## config.mk

```make
export PLATFORM = sky130hd
export DESIGN_NAME = dac_input_port
export DESIGN_NICKNAME = d
export VERILOG_FILES = /design/src/rtl/dac_port_pkg.sv /design/src/rtl/sync_if.sv /design/src/rtl/dac_input_port.sv /design/src/rtl/pin_sync.sv
export SDC_FILE = /design/constraint.sdc
export NUM_CORES = 1
export LEC_CHECK = 0
export BUFFER_PORTS_ARGS = -buffer_cell sky130_fd_sc_hd__buf_2
export CAP_MARGIN = 0
export CORE_ASPECT_RATIO = 1.1
export CORE_MARGIN = 2
export CORE_UTILIZATION = 58
export CTS_BUF_LIST = sky130_fd_sc_hd__clkbuf_8 sky130_fd_sc_hd__clkbuf_16
export CTS_CLUSTER_DIAMETER = 40
export DETAILED_ROUTE_END_ITERATION = 10
export PLACE_DENSITY = 0.9
export SYNTH_ARGS = -nofsm -noshare
export SYNTH_HDL_FRONTEND = slang
export SYNTH_HIERARCHICAL = 1
export SYNTH_SLANG_ARGS = --single-unit
```

## constraint.sdc

```tcl
create_clock -name clock -period 6.51 [get_ports clock]
set_input_delay 0 -clock clock [delete_from_list [all_inputs] [get_ports clock]]
set_output_delay 0 -clock clock [all_outputs]
set_load 0.01 [all_outputs]
```

## src/rtl/dac_port_pkg.sv

```systemverilog
// Shared constants for the converter input port and clocking block
`default_nettype none
package dac_port_pkg;
  // Sample word width
  localparam int          DATA_W      = 16;
  // Register indices; the byte address is four times the index
  localparam logic [5:0]  IDX_INTERP  = 6'h01;
  localparam logic [5:0]  IDX_PORT    = 6'h02;
  localparam logic [5:0]  IDX_SDO     = 6'h03;
  localparam logic [5:0]  IDX_PLL     = 6'h04;
  localparam logic [5:0]  IDX_STATUS  = 6'h05;
  // Field positions, interpolation register
  localparam int          INTERP_LO   = 6;
  localparam int          ZSTUFF_BIT  = 3;
  localparam int          CLKSEL_BIT  = 0;
  // Field positions, port register
  localparam int          ONEPORT_BIT = 6;
  localparam int          DCLKINV_BIT = 4;
  localparam int          WCLKINV_BIT = 2;
  localparam int          SELINV_BIT  = 1;
  localparam int          PAIR_BIT    = 0;
  // Field positions, output routing and multiplier registers
  localparam int          SDO_BIT     = 7;
  localparam int          PLL_BIT     = 7;
  // Register reset value
  localparam logic [7:0]  REG_RESET   = 8'h00;
  // Interpolation codes
  localparam logic [1:0]  RATE_1X     = 2'h0;
  localparam logic [1:0]  RATE_2X     = 2'h1;
  localparam logic [1:0]  RATE_4X     = 2'h2;
  localparam logic [1:0]  RATE_8X     = 2'h3;
  // Midscale word inserted by zero stuffing
  localparam logic [15:0] MIDSCALE    = 16'h8000;
  // Bus responses
  localparam logic [1:0]  RESP_OKAY   = 2'h0;
  localparam logic [1:0]  RESP_SLVERR = 2'h2;
endpackage
`default_nettype wire

```

## src/rtl/sync_if.sv

```systemverilog
// Carrier between the block and its pin synchronisers
`default_nettype none
interface sync_if;
  logic raw;    // Pin level, unsynchronised
  logic clean;  // Filtered level
  // Synchroniser side
  modport syncer (input raw, output clean);
  // User side
  modport user (output raw, input clean);
endinterface
`default_nettype wire

```

## src/rtl/dac_input_port.sv

```systemverilog
// Input port capture, pairing, clock outputs and zero stuffing
// Notes on behaviour
// - Multiplier on, dual port: capture every input clock
// - Control bit picks lock or clock on pin
// - Multiplier on: clock out matches input clock
// - Dual port feeds filters at port rate
// - Output rate is input times interpolation, stuffing
// - Invert bit flips sample clock output only
// - Single port interleaves on port A, 2x clock
// - Channel select low means I, high Q
// - Invert bit swaps channel select meaning
// - No 1x interpolation in single port
// - Invert bit flips interleaved clock output only
// - Pairing bit: I then Q, or Q then I
// - Divide clock by rate, twice with stuffing
// - Multiplier off: capture on divided clock edge
// - Routing bit moves clock to serial out pin
// - Multiplier off, single port: divided interleaved clock
// - Three half-band stages, two-bit rate field
// - Rate codes 00 off, 2x, 4x, 8x
// - Stuffing inserts midscale after each sample
//
// Design decisions made here: the register addresses and the AXI4-Lite slave port.
`default_nettype none
module dac_input_port
#(
  parameter int ADDR_W = 8
)
(
  // Clock and reset
  input  wire logic                       clock,
  input  wire logic                       rstn,
  // Register bus, write
  input  wire logic [ADDR_W-1:0]          s_axi_awaddr,
  input  wire logic                       s_axi_awvalid,
  output logic                            s_axi_awready,
  input  wire logic [31:0]                s_axi_wdata,
  input  wire logic [3:0]                 s_axi_wstrb,
  input  wire logic                       s_axi_wvalid,
  output logic                            s_axi_wready,
  output logic [1:0]                      s_axi_bresp,
  output logic                            s_axi_bvalid,
  input  wire logic                       s_axi_bready,
  // Register bus, read
  input  wire logic [ADDR_W-1:0]          s_axi_araddr,
  input  wire logic                       s_axi_arvalid,
  output logic                            s_axi_arready,
  output logic [31:0]                     s_axi_rdata,
  output logic [1:0]                      s_axi_rresp,
  output logic                            s_axi_rvalid,
  input  wire logic                       s_axi_rready,
  // Input pins
  input  wire logic [15:0]                port_a_data,
  input  wire logic [15:0]                port_b_data,
  input  wire logic                       converter_clock_input,
  input  wire logic                       channel_select,
  input  wire logic                       pll_lock,
  // Output pins
  output logic                            sample_rate_clock_out,
  output logic                            interleaved_clock_out,
  output logic                            sdo_out,
  output logic                            sdo_oe,
  // Filter inputs
  output logic [15:0]                     filt_i,
  output logic [15:0]                     filt_q,
  output logic                            filt_valid,
  output logic [1:0]                      interp_sel,
  output logic [4:0]                      dac_ratio,
  // Chain output and stuffed converter words
  input  wire logic [15:0]                chain_i,
  input  wire logic [15:0]                chain_q,
  input  wire logic                       chain_valid,
  output logic [15:0]                     dac_i,
  output logic [15:0]                     dac_q,
  output logic                            dac_valid
);
  ////////////////////////////////////////////////////////////////////////////
  // Pin synchronisers
  sync_if clk_sync ();  // Converter clock pin
  sync_if sel_sync ();  // Channel select pin
  assign clk_sync.raw = converter_clock_input;
  assign sel_sync.raw = channel_select;
  pin_sync u_clk_sync (.clock(clock), .rstn(rstn), .port(clk_sync));
  pin_sync u_sel_sync (.clock(clock), .rstn(rstn), .port(sel_sync));

  ////////////////////////////////////////////////////////////////////////////
  // Register bus slave
  logic [7:0]        reg_interp, reg_port, reg_sdo, reg_pll;  // Control
  logic [7:0]        next_interp, next_port, next_sdo, next_pll;
  logic              aw_held, w_held, next_aw_held, next_w_held;
  logic [ADDR_W-1:0] aw_addr, next_aw_addr;    // Held write address
  logic [7:0]        w_byte, next_w_byte;      // Held low byte
  logic              w_lane, next_w_lane;      // Low lane strobe
  logic              bvalid, next_bvalid;
  logic [1:0]        bresp, next_bresp;
  logic              rvalid, next_rvalid;
  logic [1:0]        rresp, next_rresp;
  logic [31:0]       rdata, next_rdata;
  logic [7:0]        status;                   // Live state word
  logic [1:0]        rate_eff;                 // Effective rate code

  // Map an address to an index, or zero when unmapped
  function automatic logic [5:0] reg_index(input logic [ADDR_W-1:0] a);
    logic [5:0] idx;
    idx = 6'(a[ADDR_W-1:2]);
    if (a[1:0] != 2'h0 || a[ADDR_W-1:2] > (ADDR_W-2)'(dac_port_pkg::IDX_STATUS)
        || idx == 6'h00)
    begin
      idx = 6'h00;
    end
    return idx;
  endfunction

  assign s_axi_awready = !aw_held && !bvalid;
  assign s_axi_wready  = !w_held && !bvalid;
  assign s_axi_arready = !rvalid;
  assign s_axi_bvalid  = bvalid;
  assign s_axi_bresp   = bresp;
  assign s_axi_rvalid  = rvalid;
  assign s_axi_rresp   = rresp;
  assign s_axi_rdata   = rdata;
  assign status        = {pll_lock, rate_eff, dac_ratio};

  // Take address and data in either order, answer after both
  always_comb
  begin
    next_interp  = reg_interp;
    next_port    = reg_port;
    next_sdo     = reg_sdo;
    next_pll     = reg_pll;
    next_aw_held = aw_held;
    next_w_held  = w_held;
    next_aw_addr = aw_addr;
    next_w_byte  = w_byte;
    next_w_lane  = w_lane;
    next_bvalid  = bvalid;
    next_bresp   = bresp;
    next_rvalid  = rvalid;
    next_rresp   = rresp;
    next_rdata   = rdata;
    // Address channel
    if (s_axi_awvalid && s_axi_awready)
    begin
      next_aw_held = 1'b1;
      next_aw_addr = s_axi_awaddr;
    end
    // Data channel
    if (s_axi_wvalid && s_axi_wready)
    begin
      next_w_held = 1'b1;
      next_w_byte = s_axi_wdata[7:0];
      next_w_lane = s_axi_wstrb[0];
    end
    // Both held: store and respond
    if (aw_held && w_held)
    begin
      next_aw_held = 1'b0;
      next_w_held  = 1'b0;
      next_bvalid  = 1'b1;
      next_bresp   = dac_port_pkg::RESP_OKAY;
      unique case (reg_index(aw_addr))
        dac_port_pkg::IDX_INTERP: if (w_lane) next_interp = w_byte;
        dac_port_pkg::IDX_PORT:   if (w_lane) next_port = w_byte;
        dac_port_pkg::IDX_SDO:    if (w_lane) next_sdo = w_byte;
        dac_port_pkg::IDX_PLL:    if (w_lane) next_pll = w_byte;
        dac_port_pkg::IDX_STATUS: next_bresp = dac_port_pkg::RESP_OKAY;
        default:                  next_bresp = dac_port_pkg::RESP_SLVERR;
      endcase
    end
    if (bvalid && s_axi_bready)
    begin
      next_bvalid = 1'b0;
    end
    // Read channel
    if (rvalid && s_axi_rready)
    begin
      next_rvalid = 1'b0;
    end
    if (s_axi_arvalid && s_axi_arready)
    begin
      next_rvalid = 1'b1;
      next_rresp  = dac_port_pkg::RESP_OKAY;
      next_rdata  = 32'h0;
      unique case (reg_index(s_axi_araddr))
        dac_port_pkg::IDX_INTERP: next_rdata[7:0] = reg_interp;
        dac_port_pkg::IDX_PORT:   next_rdata[7:0] = reg_port;
        dac_port_pkg::IDX_SDO:    next_rdata[7:0] = reg_sdo;
        dac_port_pkg::IDX_PLL:    next_rdata[7:0] = reg_pll;
        dac_port_pkg::IDX_STATUS: next_rdata[7:0] = status;
        default:                  next_rresp = dac_port_pkg::RESP_SLVERR;
      endcase
    end
  end

  // Register only
  always_ff @(posedge clock)
  begin
    if (!rstn)
    begin
      reg_interp <= dac_port_pkg::REG_RESET;
      reg_port   <= dac_port_pkg::REG_RESET;
      reg_sdo    <= dac_port_pkg::REG_RESET;
      reg_pll    <= dac_port_pkg::REG_RESET;
      aw_held    <= 1'b0;
      w_held     <= 1'b0;
      aw_addr    <= '0;
      w_byte     <= 8'h00;
      w_lane     <= 1'b0;
      bvalid     <= 1'b0;
      bresp      <= 2'h0;
      rvalid     <= 1'b0;
      rresp      <= 2'h0;
      rdata      <= 32'h0;
    end
    else
    begin
      reg_interp <= next_interp;
      reg_port   <= next_port;
      reg_sdo    <= next_sdo;
      reg_pll    <= next_pll;
      aw_held    <= next_aw_held;
      w_held     <= next_w_held;
      aw_addr    <= next_aw_addr;
      w_byte     <= next_w_byte;
      w_lane     <= next_w_lane;
      bvalid     <= next_bvalid;
      bresp      <= next_bresp;
      rvalid     <= next_rvalid;
      rresp      <= next_rresp;
      rdata      <= next_rdata;
    end
  end

  ////////////////////////////////////////////////////////////////////////////
  // Mode decode and rate
  logic       one_port, pll_on, zstuff, is_q;
  logic [4:0] div_cnt, next_div_cnt;  // Divider phase
  logic [4:0] half;                   // Word period in single port
  logic       clk_prev, next_clk_prev;
  logic       clk_rise, clk_fall, pair_tick, word_tick;

  assign one_port = reg_port[dac_port_pkg::ONEPORT_BIT];
  assign pll_on   = reg_pll[dac_port_pkg::PLL_BIT];
  assign zstuff   = reg_interp[dac_port_pkg::ZSTUFF_BIT];
  logic [1:0] rate_code;  // Rate field as written
  assign rate_code = reg_interp[dac_port_pkg::INTERP_LO +: 2];
  assign rate_eff = (one_port && rate_code == dac_port_pkg::RATE_1X) ?
                    dac_port_pkg::RATE_2X : rate_code;
  assign interp_sel = rate_eff;
  // ratio from rate code and stuffing
  assign dac_ratio = 5'h01 << ({1'b0, rate_eff} + {2'h0, zstuff});
  assign half      = dac_ratio >> 1;
  assign clk_rise  = clk_sync.clean && !clk_prev;
  assign clk_fall  = !clk_sync.clean && clk_prev;
  // select level picks channel, optional swap
  assign is_q      = sel_sync.clean ^ reg_port[dac_port_pkg::SELINV_BIT];

  // Capture ticks for every mode
  always_comb
  begin
    next_clk_prev = clk_sync.clean;
    next_div_cnt  = (div_cnt >= dac_ratio - 5'h01) ? 5'h00 : div_cnt + 5'h01;
    if (pll_on)
    begin
      pair_tick = !one_port && clk_rise;
      word_tick = one_port && (clk_rise || clk_fall);
    end
    else
    begin
      pair_tick = !one_port && div_cnt == 5'h00;
      word_tick = one_port && (div_cnt == 5'h00 || div_cnt == half);
    end
  end

  // Register only
  always_ff @(posedge clock)
  begin
    if (!rstn)
    begin
      div_cnt  <= 5'h00;
      clk_prev <= 1'b0;
    end
    else
    begin
      div_cnt  <= next_div_cnt;
      clk_prev <= next_clk_prev;
    end
  end

  ////////////////////////////////////////////////////////////////////////////
  // Port capture and pairing
  logic [15:0] a_s1, a_s2, a_s3, b_s1, b_s2, b_s3;  // Pin stages
  logic [15:0] hold_i, hold_q, next_hold_i, next_hold_q;
  logic [15:0] next_filt_i, next_filt_q;
  logic        next_filt_valid;

  // Form a pair per sample and release both halves together
  always_comb
  begin
    next_hold_i     = hold_i;
    next_hold_q     = hold_q;
    next_filt_i     = filt_i;
    next_filt_q     = filt_q;
    next_filt_valid = 1'b0;
    // capture both ports on sample tick
    if (pair_tick)
    begin
      next_filt_i     = a_s3;
      next_filt_q     = b_s3;
      next_filt_valid = 1'b1;
    end
    else if (word_tick)
    begin
      // I first pairs I with next Q
      if (!reg_port[dac_port_pkg::PAIR_BIT])
      begin
        if (!is_q)
        begin
          next_hold_i = a_s3;
        end
        else
        begin
          next_filt_i     = hold_i;
          next_filt_q     = a_s3;
          next_filt_valid = 1'b1;
        end
      end
      // Q first pairs Q with next I
      else
      begin
        if (is_q)
        begin
          next_hold_q = a_s3;
        end
        else
        begin
          next_filt_i     = a_s3;
          next_filt_q     = hold_q;
          next_filt_valid = 1'b1;
        end
      end
    end
  end

  // Register only; both channels on one edge
  always_ff @(posedge clock)
  begin
    if (!rstn)
    begin
      {a_s1, a_s2, a_s3} <= 48'h0;
      {b_s1, b_s2, b_s3} <= 48'h0;
      hold_i             <= 16'h0000;
      hold_q             <= 16'h0000;
      filt_i             <= 16'h0000;
      filt_q             <= 16'h0000;
      filt_valid         <= 1'b0;
    end
    else
    begin
      {a_s1, a_s2, a_s3} <= {port_a_data, a_s1, a_s2};
      {b_s1, b_s2, b_s3} <= {port_b_data, b_s1, b_s2};
      hold_i             <= next_hold_i;
      hold_q             <= next_hold_q;
      filt_i             <= next_filt_i;
      filt_q             <= next_filt_q;
      filt_valid         <= next_filt_valid;
    end
  end

  ////////////////////////////////////////////////////////////////////////////
  // Clock and lock pins
  logic shared_level, redirect;
  logic next_sample_out, next_word_out, next_sdo_out, next_sdo_oe;

  assign redirect = reg_sdo[dac_port_pkg::SDO_BIT];

  // Pulse on each capture, inverted on request, then routed
  always_comb
  begin
    // one pulse per sample, optional inversion
    shared_level = pair_tick ^ reg_port[dac_port_pkg::DCLKINV_BIT];
    if (pll_on && !reg_interp[dac_port_pkg::CLKSEL_BIT])
    begin
      shared_level = pll_lock;
    end
    next_word_out = word_tick ^ reg_port[dac_port_pkg::WCLKINV_BIT];
    next_sample_out = redirect ? 1'b0 : shared_level;
    next_sdo_out    = redirect ? shared_level : 1'b0;
    next_sdo_oe     = redirect;
  end

  // Register only
  always_ff @(posedge clock)
  begin
    if (!rstn)
    begin
      sample_rate_clock_out <= 1'b0;
      interleaved_clock_out <= 1'b0;
      sdo_out               <= 1'b0;
      sdo_oe                <= 1'b0;
    end
    else
    begin
      sample_rate_clock_out <= next_sample_out;
      interleaved_clock_out <= next_word_out;
      sdo_out               <= next_sdo_out;
      sdo_oe                <= next_sdo_oe;
    end
  end

  ////////////////////////////////////////////////////////////////////////////
  // Zero stuffing after the chain
  logic        stuff_pend, next_stuff_pend;
  logic [15:0] next_dac_i, next_dac_q;
  logic        next_dac_valid;

  always_comb
  begin
    next_dac_i      = dac_i;
    next_dac_q      = dac_q;
    next_dac_valid  = 1'b0;
    next_stuff_pend = 1'b0;
    if (chain_valid)
    begin
      next_dac_i      = chain_i;
      next_dac_q      = chain_q;
      next_dac_valid  = 1'b1;
      next_stuff_pend = zstuff;
    end
    else if (stuff_pend)
    begin
      next_dac_i     = dac_port_pkg::MIDSCALE;
      next_dac_q     = dac_port_pkg::MIDSCALE;
      next_dac_valid = 1'b1;
    end
  end

  // Register only
  always_ff @(posedge clock)
  begin
    if (!rstn)
    begin
      dac_i      <= 16'h0000;
      dac_q      <= 16'h0000;
      dac_valid  <= 1'b0;
      stuff_pend <= 1'b0;
    end
    else
    begin
      dac_i      <= next_dac_i;
      dac_q      <= next_dac_q;
      dac_valid  <= next_dac_valid;
      stuff_pend <= next_stuff_pend;
    end
  end
endmodule // dac_input_port
`default_nettype wire

```

## src/rtl/pin_sync.sv

```systemverilog
// Three-stage pin synchroniser with agreement filter
`default_nettype none
module pin_sync
(
  // Clock and reset
  input wire logic clock,
  input wire logic rstn,
  // Pin and filtered level
  sync_if.syncer   port
);
  logic [2:0] stages;       // Flop chain, stage 0 first
  logic [2:0] next_stages;  // Next chain value
  logic       level;        // Accepted level
  logic       next_level;   // Next accepted level

  // Shift and accept once stages one and two agree
  always_comb
  begin
    next_stages = {stages[1:0], port.raw};
    next_level  = level;
    if (stages[1] == stages[2])
    begin
      next_level = stages[2];
    end
  end

  // Register only
  always_ff @(posedge clock)
  begin
    if (!rstn)
    begin
      stages <= 3'h0;
      level  <= 1'b0;
    end
    else
    begin
      stages <= next_stages;
      level  <= next_level;
    end
  end

  assign port.clean = level;
endmodule // pin_sync
`default_nettype wire

```

### After elaboration in Yosys (flattened, before gate mapping)

Cells that the tools add are included.

* flip-flop bits (word level): 278
* input port bits: 127
* output and inout bits: 118
* logic and storage cells: 155

* add/subtract/negate cells: 3
* order comparisons: 3
* equality and inequality tests: 14
* shift operators: 1
* mux-type cells: 33
* bitwise operators: 7
* reduce and logical (&&, ||, !) cells: 55

Operators with widths (count)
* two-way mux 16 bit: 13
* one-hot mux 8 bit (5 select lines): 1
* == test 6 x 2 -> 1 bit, second input constant: 4
* == test 6 x 3 -> 1 bit, second input constant: 4
* two-way mux 6 bit: 4
* logical AND 1 bit: 16
* AND reduction 3 bit: 5
* == test 6 x 1 -> 1 bit, second input constant: 2
* greater-than comparator 6 x 3 -> 1 bit, second input constant: 2
* zero test 6 bit: 2
* two-way mux 1 bit: 12
* nonzero test 2 bit: 5
* OR reduction 5 bit: 2
* zero test 1 bit: 8
* AND reduction 4 bit: 2
* OR reduction 2 bit: 4
* logical OR 1 bit: 6
* two-way mux 2 bit: 3
* adder 5 x 1 -> 5 bit, second input constant: 1
* == test 5 x 4 -> 1 bit: 1
* >= comparator 5 bit: 1
* zero test 5 bit: 1
* << shifter 1 x 3 -> 5 bit, first input constant: 1
* subtractor 5 x 1 -> 5 bit, second input constant: 1
* other kinds (8): 15

### Longest topological paths before layout

Gate-level depths: netlist (run 1).

* depth in word-level cells: 11
* gate-level depth with buffers: 15
* mapped depth without buffers: 14

### By module

Netlist (run 1), hierarchy kept.

By module, submodules not included
* dac_input_port: times used 1, cells an instance 1112, area each 10392.5 µm², sequential area each 5365.1 µm²
* pin_sync: times used 2, cells an instance 10, area each 116.4 µm², sequential area each 80.1 µm²

### Worst setup path before layout (run 1)

No wires, ideal clock.

* kind: register to register
* from: reg reg_interp[7]
* to: reg div_cnt[4]
* library setup time: 0.065 ns
* arrival: 3.027 ns
* required time: 6.445 ns
* setup slack: 3.417 ns
* stages on the path, launching flop included: 13
* buffers on the path: 1
* period minus slack after synthesis: 3.093 ns
* path through: dfxtp_1 > buf_2 > o21bai_1 > ha_1 > and3b_1 > o21ai_0 > ha_1 > ha_1 > a21o_1 > a21o_1 > a21o_1 > a211o_1 > nor2b_1

* longest elaborated chain between the ends: 8

Ends and longest elaborated chain
* start, declared: line dac_input_port.sv:88 `logic [7:0] reg_interp, reg_port, reg_sdo, reg_pll;`
* start signal, assigned: line dac_input_port.sv:200 `reg_interp <= dac_port_pkg::REG_RESET;`
* start signal, assigned: line dac_input_port.sv:217 `reg_interp <= next_interp;`
* zero test 2 bit: line dac_input_port.sv:247 `assign rate_eff = (one_port && rate_code == dac_port_pkg::RATE_1X) ?`
* logical AND 1 bit: line dac_input_port.sv:247
* two-way mux 2 bit: line dac_input_port.sv:247
* via interp_sel[0]: line dac_input_port.sv:67 `output logic [1:0] interp_sel,`
* adder 2 x 1 -> 3 bit: line dac_input_port.sv:251 `assign dac_ratio = 5'h01 << ({1'b0, rate_eff} + {2'h0, zstuff});`
* << shifter 1 x 3 -> 5 bit: line dac_input_port.sv:251
* subtractor 5 x 1 -> 5 bit: line dac_input_port.sv:262 `next_div_cnt = (div_cnt >= dac_ratio - 5'h01) ? 5'h00 : div_cnt + 5'h01;`
* >= comparator 5 bit: line dac_input_port.sv:262
* OR reduction 2 bit (no line)
* end signal, assigned: line dac_input_port.sv:285 `div_cnt <= next_div_cnt;`
* end, declared: line dac_input_port.sv:237 `logic [4:0] div_cnt, next_div_cnt;`

The timed path passes the listed nets, and every way through them passes these cells.
A chain may end at the register's enable or synchronous reset.

### Worst setup path in the final report (run 1)

* from: reg reg_port[6]
* to: reg filt_i[11]

* longest elaborated chain between the ends: 10
* elaborated cells on any way between the ends: 18
* classes of those cells: 1 x add/sub; 2 x eq/ne; 1 x shift; 4 x mux; 10 x reduce/logical

Ends and longest elaborated chain
* start, declared: line dac_input_port.sv:88
* start signal, assigned: line dac_input_port.sv:201 `reg_port <= dac_port_pkg::REG_RESET;`
* start signal, assigned: line dac_input_port.sv:218 `reg_port <= next_port;`
* logical AND 1 bit: line dac_input_port.sv:247
* two-way mux 2 bit: line dac_input_port.sv:247
* adder 2 x 1 -> 3 bit: line dac_input_port.sv:251
* << shifter 1 x 3 -> 5 bit: line dac_input_port.sv:251
* == test 5 x 4 -> 1 bit: line dac_input_port.sv:271 `word_tick = one_port && (div_cnt == 5'h00 || div_cnt == half);`
* logical OR 1 bit: line dac_input_port.sv:271
* logical AND 1 bit: line dac_input_port.sv:271
* two-way mux 1 bit: line dac_input_port.sv:263 `if (pll_on)`
* nonzero test 2 bit (no line)
* AND reduction 3 bit (no line)
* end signal, assigned: line dac_input_port.sv:364 `filt_i <= next_filt_i;`
* end, declared: line dac_input_port.sv:64 `output logic [15:0] filt_i,`

Several ways; a longest one is shown, not always the timed one.

==> reports/metrics.yaml, run 1 <==
fin_area_mm2: 0.01382
numPortBuffers: 191
synthesis.area_mm2: 0.01063
ant_nets: 0
rows: 51
core_area_mm2: 0.01780
grt_usage_pct: 28.27
totalWireLength_mm: 28.19
die_x_um: 133.1
synth_cell_type_count: 59
synth_top_cell_by_area: "dfxtp_1"
wl_per_cell_um: 16.91
ys_warn_count: 6
ys_ff_latch: 276
cts_buffer_depth: 3
crit_path_end_kind: "flop"
crit_fanout: 64
worst_slew_pin_slew_ns: 1.213
slew_viol_final: 0
fin_tns_setup_ns: 0
critical_path_class: "flop to flop"
use_met1_pct: 29.96
busiest_layer: "met2"
synth_area_leaders: "dfxtp_1 (52%), mux2i_1 (8.3%), and2_1 (6.2%)"
slowest_delay_ns: 1.00
leakage_nw: 5.809
numClockSinks: 276
insertion_delay_ns: 0.56
start_kind: "flop"
period_share_pct: 62.18
synth_area_per_cell_um2: 9.386
yosysSeqAreaShare_pct: 52.00
dr.pass1.iters: 5
synth_edf_count: 0
drtIter0Drc: 734
overflow: 0
syn_to_final_growth_pct: 30.10
fmax_ghz: 0.2470
htree_levels: 1
dieArea_mm2: 0.01942
drv_cap: 0
path_cells: "inv_1 > o21bai_1 > ha_1 > or2b_1 > o221a_2 > nor4_2 > a31o_2 > nor2_1 > a211oi_1"
slew_headroom_pct: 18.98
antenna_found_initial: 1
power_density_mw_per_mm2: 277.9
synthArstFlopShare_pct: 0
worst_slack_ns: 2.462
vias: 9079
skew_ns: 0.02921
gp_congestion: 0.8346
status: "complete, no violations"
cts_buffers: 31
grt_pass1_vias: 9031
totalPowerFinal_w: 0.003842
cp.required_ns: 6.96
path_clk_slew_ns: 0.07
hold_viol: 0
ir_drop_uv: 264.0
fillers: 1076
grt_pass1_wl_mm: 44.86
pre_cts_slack_ns: 2.715
drive_gt1_share_pct: 18.98
final_cell_mix: "dfxtp_1 (276), buf_2 (190), dlygate4sd3_1 (124)"
grt_max_degree: 116
mostFrequentLayoutCell: "dfxtp_1"
period_minus_slack_ns: 4.048
synth_top_area_share_pct: 52.00
die_h_um: 146.0
grt_util_met3_pct: 4.528
netlist_instances: 1132
initial_core_util_pct: 59.68
drc: 0
setup_viol: 0
crit_arrival_ns: 4.50
synthFlopType: "dfxtp_1"
whs_ns: 0.02070
dpl-instance-area_mm2: 0.01148
seqCellArea_mm2: 0.005525
multiInputGateArea_mm2: 0.004591
detailed_place_hpwl_mm: 14.94
rsz0062_at_grt: "no"
cts-root-buf: "clkbuf_16"
cts_tree: "yes"
io_pins: 245
cp_slowest_cell: "a31o_2"
avgViaCountPerCell: 5.446
layout.nets: 1543
hold_path_class: "input pin to flop"
use_met2_pct: 53.45
-- metal layers --
metal  vias to the layer above  wire [um]
met1                      4202      10170
li1                       4337          -
met2                       416      14810
met4                         0       1586
met5                         -          0
met3                       124       1616
-- sequential cells by signal, indices dropped and copies added (netlist names), 16 cells and up --
| name | cells |
|---|---|
| a_s2 | 16 |
| a_s1 | 16 |
| filt_i | 16 |
| hold_q | 16 |
| a_s3 | 16 |
| dac_i | 16 |
| dac_q | 16 |
| filt_q | 16 |
| b_s1 | 16 |
| hold_i | 16 |
| b_s2 | 16 |
| b_s3 | 16 |
-- what timing repair did --
item	4_1_cts	5_1_grt
setup buffers	0	0
endpoints found under the setup margin	0	0
resized for setup	0	0
endpoints found under the hold margin	91	0
hold buffers	124	0
-- kinds of logic (layout without fill, tap and decap cells) --
family,after synthesis,count (layout),synth area share [%]
muxes,89,89,8.396
buffers and inverters,123,394,5.735
DFF,276,276,52.00
adders and majority gates,13,13,1.531
and+or+nand+nor,424,424,20.20
AOI/OAI and AO/OA,199,199,11.53
xor gates and xnor gates,7,7,0.5770
other,1,27,0.03529
-- cell usage after synthesis, types with 2 or more instances --
cell type	count
buf_2	9
nand2b_1	8
a211oi_1	26
nand2_1	112
buf_6	3
o221a_2	4
a211o_1	2
ha_1	13
inv_1	14
and2_1	105
a221oi_1	8
a21oi_1	89
dfxtp_1	276
buf_1	7
nor3b_1	30
nor2_1	111
or3b_2	2
nor2b_1	4
o2111ai_1	16
xor2_1	3
nand3b_1	2
xnor2_1	4
o21ai_0	38
nand3_1	20
or3_1	2
buf_4	26
a21o_1	3
clkbuf_1	62
a21boi_1	3
nor3_1	12
and2_2	2
o21ai_1	2
mux2i_1	88
-- cell type report --
class	instances	share of cell area, %
Timing Repair Buffer	321	16.24
Multi-Input combinational cell	758	33.21
Clock inverter	20	1.675
Antenna cell	1	0.01810
Clock buffer	38	6.309
Sequential cell	276	39.97
Inverter	15	0.4254
Tap cell	238	2.154
-- path summary, 6_finish.rpt --
path | start | to | slack [ns] | depth (start not counted)
setup / recovery | reg_port[6] | filt_i[11] | 2.46 | 9
hold / removal | rstn | hold_i[0] | 0.02 | 3
setup reg to reg | reg_port[6] | filt_i[11] | 2.46 | 9
hold reg to reg | b_s2[7] | b_s3[7] | 0.43 | 1
-- metrics by stage --
| step | util, % | instances |
|---|---|---|
| detailed placement | 64.46 | 1484 |
| CTS | 77.63 | 1666 |
| floorplan | - | 1157 |
| finish | 77.64 | 1667 |
| global route | 77.64 | 1667 |
| global placement | 64.46 | 1484 |
-- where the power goes --
| part | switching (W) | internal [W] |
|---|---|---|
| Sequential | 0.0000293 | 0.00174 |
| Combinational | 0.000128 | 0.000129 |
| Clock | 0.000758 | 0.00106 |
-- critical path: cells and delay by family (launching register included) --
kind | cells | cell delay, ns
compound gates | 4 | 1.98
fa+ha+maj | 1 | 0.48
simple gates | 3 | 0.84
buf+inv | 1 | 0.14
flops | 1 | 0.46
Note: power is estimated with default switching activity, not from simulation.
==> run 2, diff against run 1 <==
CORE_UTILIZATION = 48   (was 58)
PLACE_DENSITY = 0.8   (was 0.9)
clock period = 3.7 ns   (was 6.51 ns; I/O delays follow)
==> reports/metrics.yaml, run 2 (synthesis results as in run 1) <==
io_pins: 245
hold_viol: 0
final_cell_mix: "dfxtp_1 (276), buf_2 (190), nand2_1 (112)"
period_minus_slack_ns: 3.410
rows: 57
drv_cap: 0
start_kind: "flop"
leakage_nw: 5.791
cts_buffers: 35
syn_to_final_growth_pct: 29.71
dieArea_mm2: 0.02334
die_x_um: 145.9
worst_slew_pin_slew_ns: 1.249
crit_path_end_kind: "flop"
power_density_mw_per_mm2: 493.9
rsz0062_at_grt: "no"
grt_pass1_vias: 8386
status: "complete, no violations"
die_h_um: 160.0
cp.required_ns: 4.11
holdPathStages: 3
ff2ff_path_depth: 12
slew_viol_final: 0
cp_slowest_cell: "ha_1"
path_clk_slew_ns: 0.06
crit_arrival_ns: 3.82
worstReg2RegStart: "reg_port[6]"
dp_cells: 1546
core_area_mm2: 0.02189
initial_core_util_pct: 48.53
drc: 0
dr.pass1.iters: 7
layout.cells.non_filler: 1710
drive_gt1_share_pct: 19.79
reg2reg_setup_slack_ns: 0.29
ant_nets: 0
numClockSinks: 276
crit_fanout: 13
antenna_found_initial: 0
crit_family: "compound AO/OA/AOI/OAI gates"
worstHoldEndpoint: "s_axi_rresp[1]"
mostFrequentLayoutCell: "dfxtp_1"
slowest_delay_ns: 0.48
fin_tns_setup_ns: 0
wl_per_cell_um: 14.78
cts_buffer_depth: 3
cts_tree: "yes"
setup_viol: 0
grt_usage_pct: 21.17
ir_drop_uv: 353.3
critical_path_class: "flop to flop"
grt_max_degree: 96
skew_ns: 0.03212
insertion_delay_ns: 0.51
vias: 8641
fin_util_pct: 62.95
htree_levels: 2
gp_congestion: 0.8230
fmax_ghz: 0.2933
layout.nets: 1529
totalWireLength_mm: 25.27
slew_headroom_pct: 16.61
grt_pass1_wl_mm: 40.81
period_share_pct: 92.15
n_antenna_cell: 0
hold_path_class: "input pin to flop"
drtIter0Drc: 405
cts-root-buf: "clkbuf_16"
numPortBuffers: 191
path_cells: "inv_1 > o21bai_1 > ha_1 > and3b_1 > o21ai_0 > ha_1 > ha_1 > a21o_1 > a21o_1 > a21o_1 > a211o_1 > nor2_1"
path_buf_inv: 1
hp-start: "s_axi_araddr[4]"
overflow: 0
detailed_place_hpwl_mm: 15.37
rr_endpoint: "div_cnt[3]"
avgViaCountPerCell: 5.053
run 2: cell types whose count changed in the layout (fill, tap and decap cells not counted), moves of 2 or more:
cell,change
buf_4,+4
clkbuf_16,+5
clkinv_2,+4
dlygate4sd3_1,-23
inv_1,+2
inv_8,-2
run 2: what timing repair did:
item | in CTS | in global routing
gates resized for setup | 0 | 1
endpoints found under the hold margin | 89 | 0
hold buffers | 101 | 0
setup endpoints to repair | 0 | 1
buffers inserted | 0 | 0
run 2: routing by layer:
metal	global-route usage, %	vias up	share of wire, %
met4	9.759	0	4.2
met3	3.943	71	4.7
met1	23.40	3998	40
li1	-	4311	-
met2	39.13	261	51
met5	0	-	0
run 2: cell type report:
cell class | count | area [um^2]
fillers | 1787 | 8113
flip-flops and latches | 276 | 5525
multi-input cells | 758 | 4594
repair buffers | 303 | 2064
clock buffers | 43 | 997.2
well taps | 295 | 369.1
clock inverters | 20 | 172.7
inverters | 15 | 58.81
run 2: metrics by stage:
| step | total power, W | hold slack, ns | worst slack, ns | cell area [um^2] |
|---|---|---|---|---|
| floorplan | 0.003380 | 0.1217 | 0.6075 | 10720 |
| global placement | 0.003480 | 0.2046 | 0.5232 | 11600 |
| detailed placement | 0.003491 | 0.2081 | 0.3724 | 11600 |
| CTS | 0.006872 | 0.01109 | 0.3479 | 13780 |
| global route | 0.007081 | 0.06279 | 0.07547 | 13780 |
| finish | 0.006808 | 0.03431 | 0.2903 | 13780 |
run 2: where the power goes:
part           switching [W]  internal [W]
logic               0.000208      0.000207
clock network        0.00127       0.00201
registers          0.0000449       0.00306
total                0.00153       0.00528
run 2: worst max-delay path by stage:
| stage | from | slack [ns] | endpoint | cells after the start |
|---|---|---|---|---|
| 4_1_cts | reg_port[6] | 0.35 | div_cnt[3] | 12 |
| 3_5_place_dp | reg_port[6] | 0.37 | div_cnt[2] | 12 |
| 2_1_floorplan | reg_interp[7] | 0.61 | div_cnt[4] | 12 |
| 3_3_place_gp | reg_port[6] | 0.52 | div_cnt[4] | 12 |
| 6_report | reg_port[6] | 0.29 | div_cnt[3] | 12 |
| 5_1_grt | reg_port[6] | 0.08 | div_cnt[3] | 12 |
run 2: worst reg2reg max path, delay by kind of cell, from the launching register on:
kind                       cells  cell delay, ns
AOI/OAI and AO/OA              6            1.35
adders and majority gates      3            1.09
DFF                            1            0.39
and+or+nand+nor                2            0.39
buffers and inverters          1            0.11
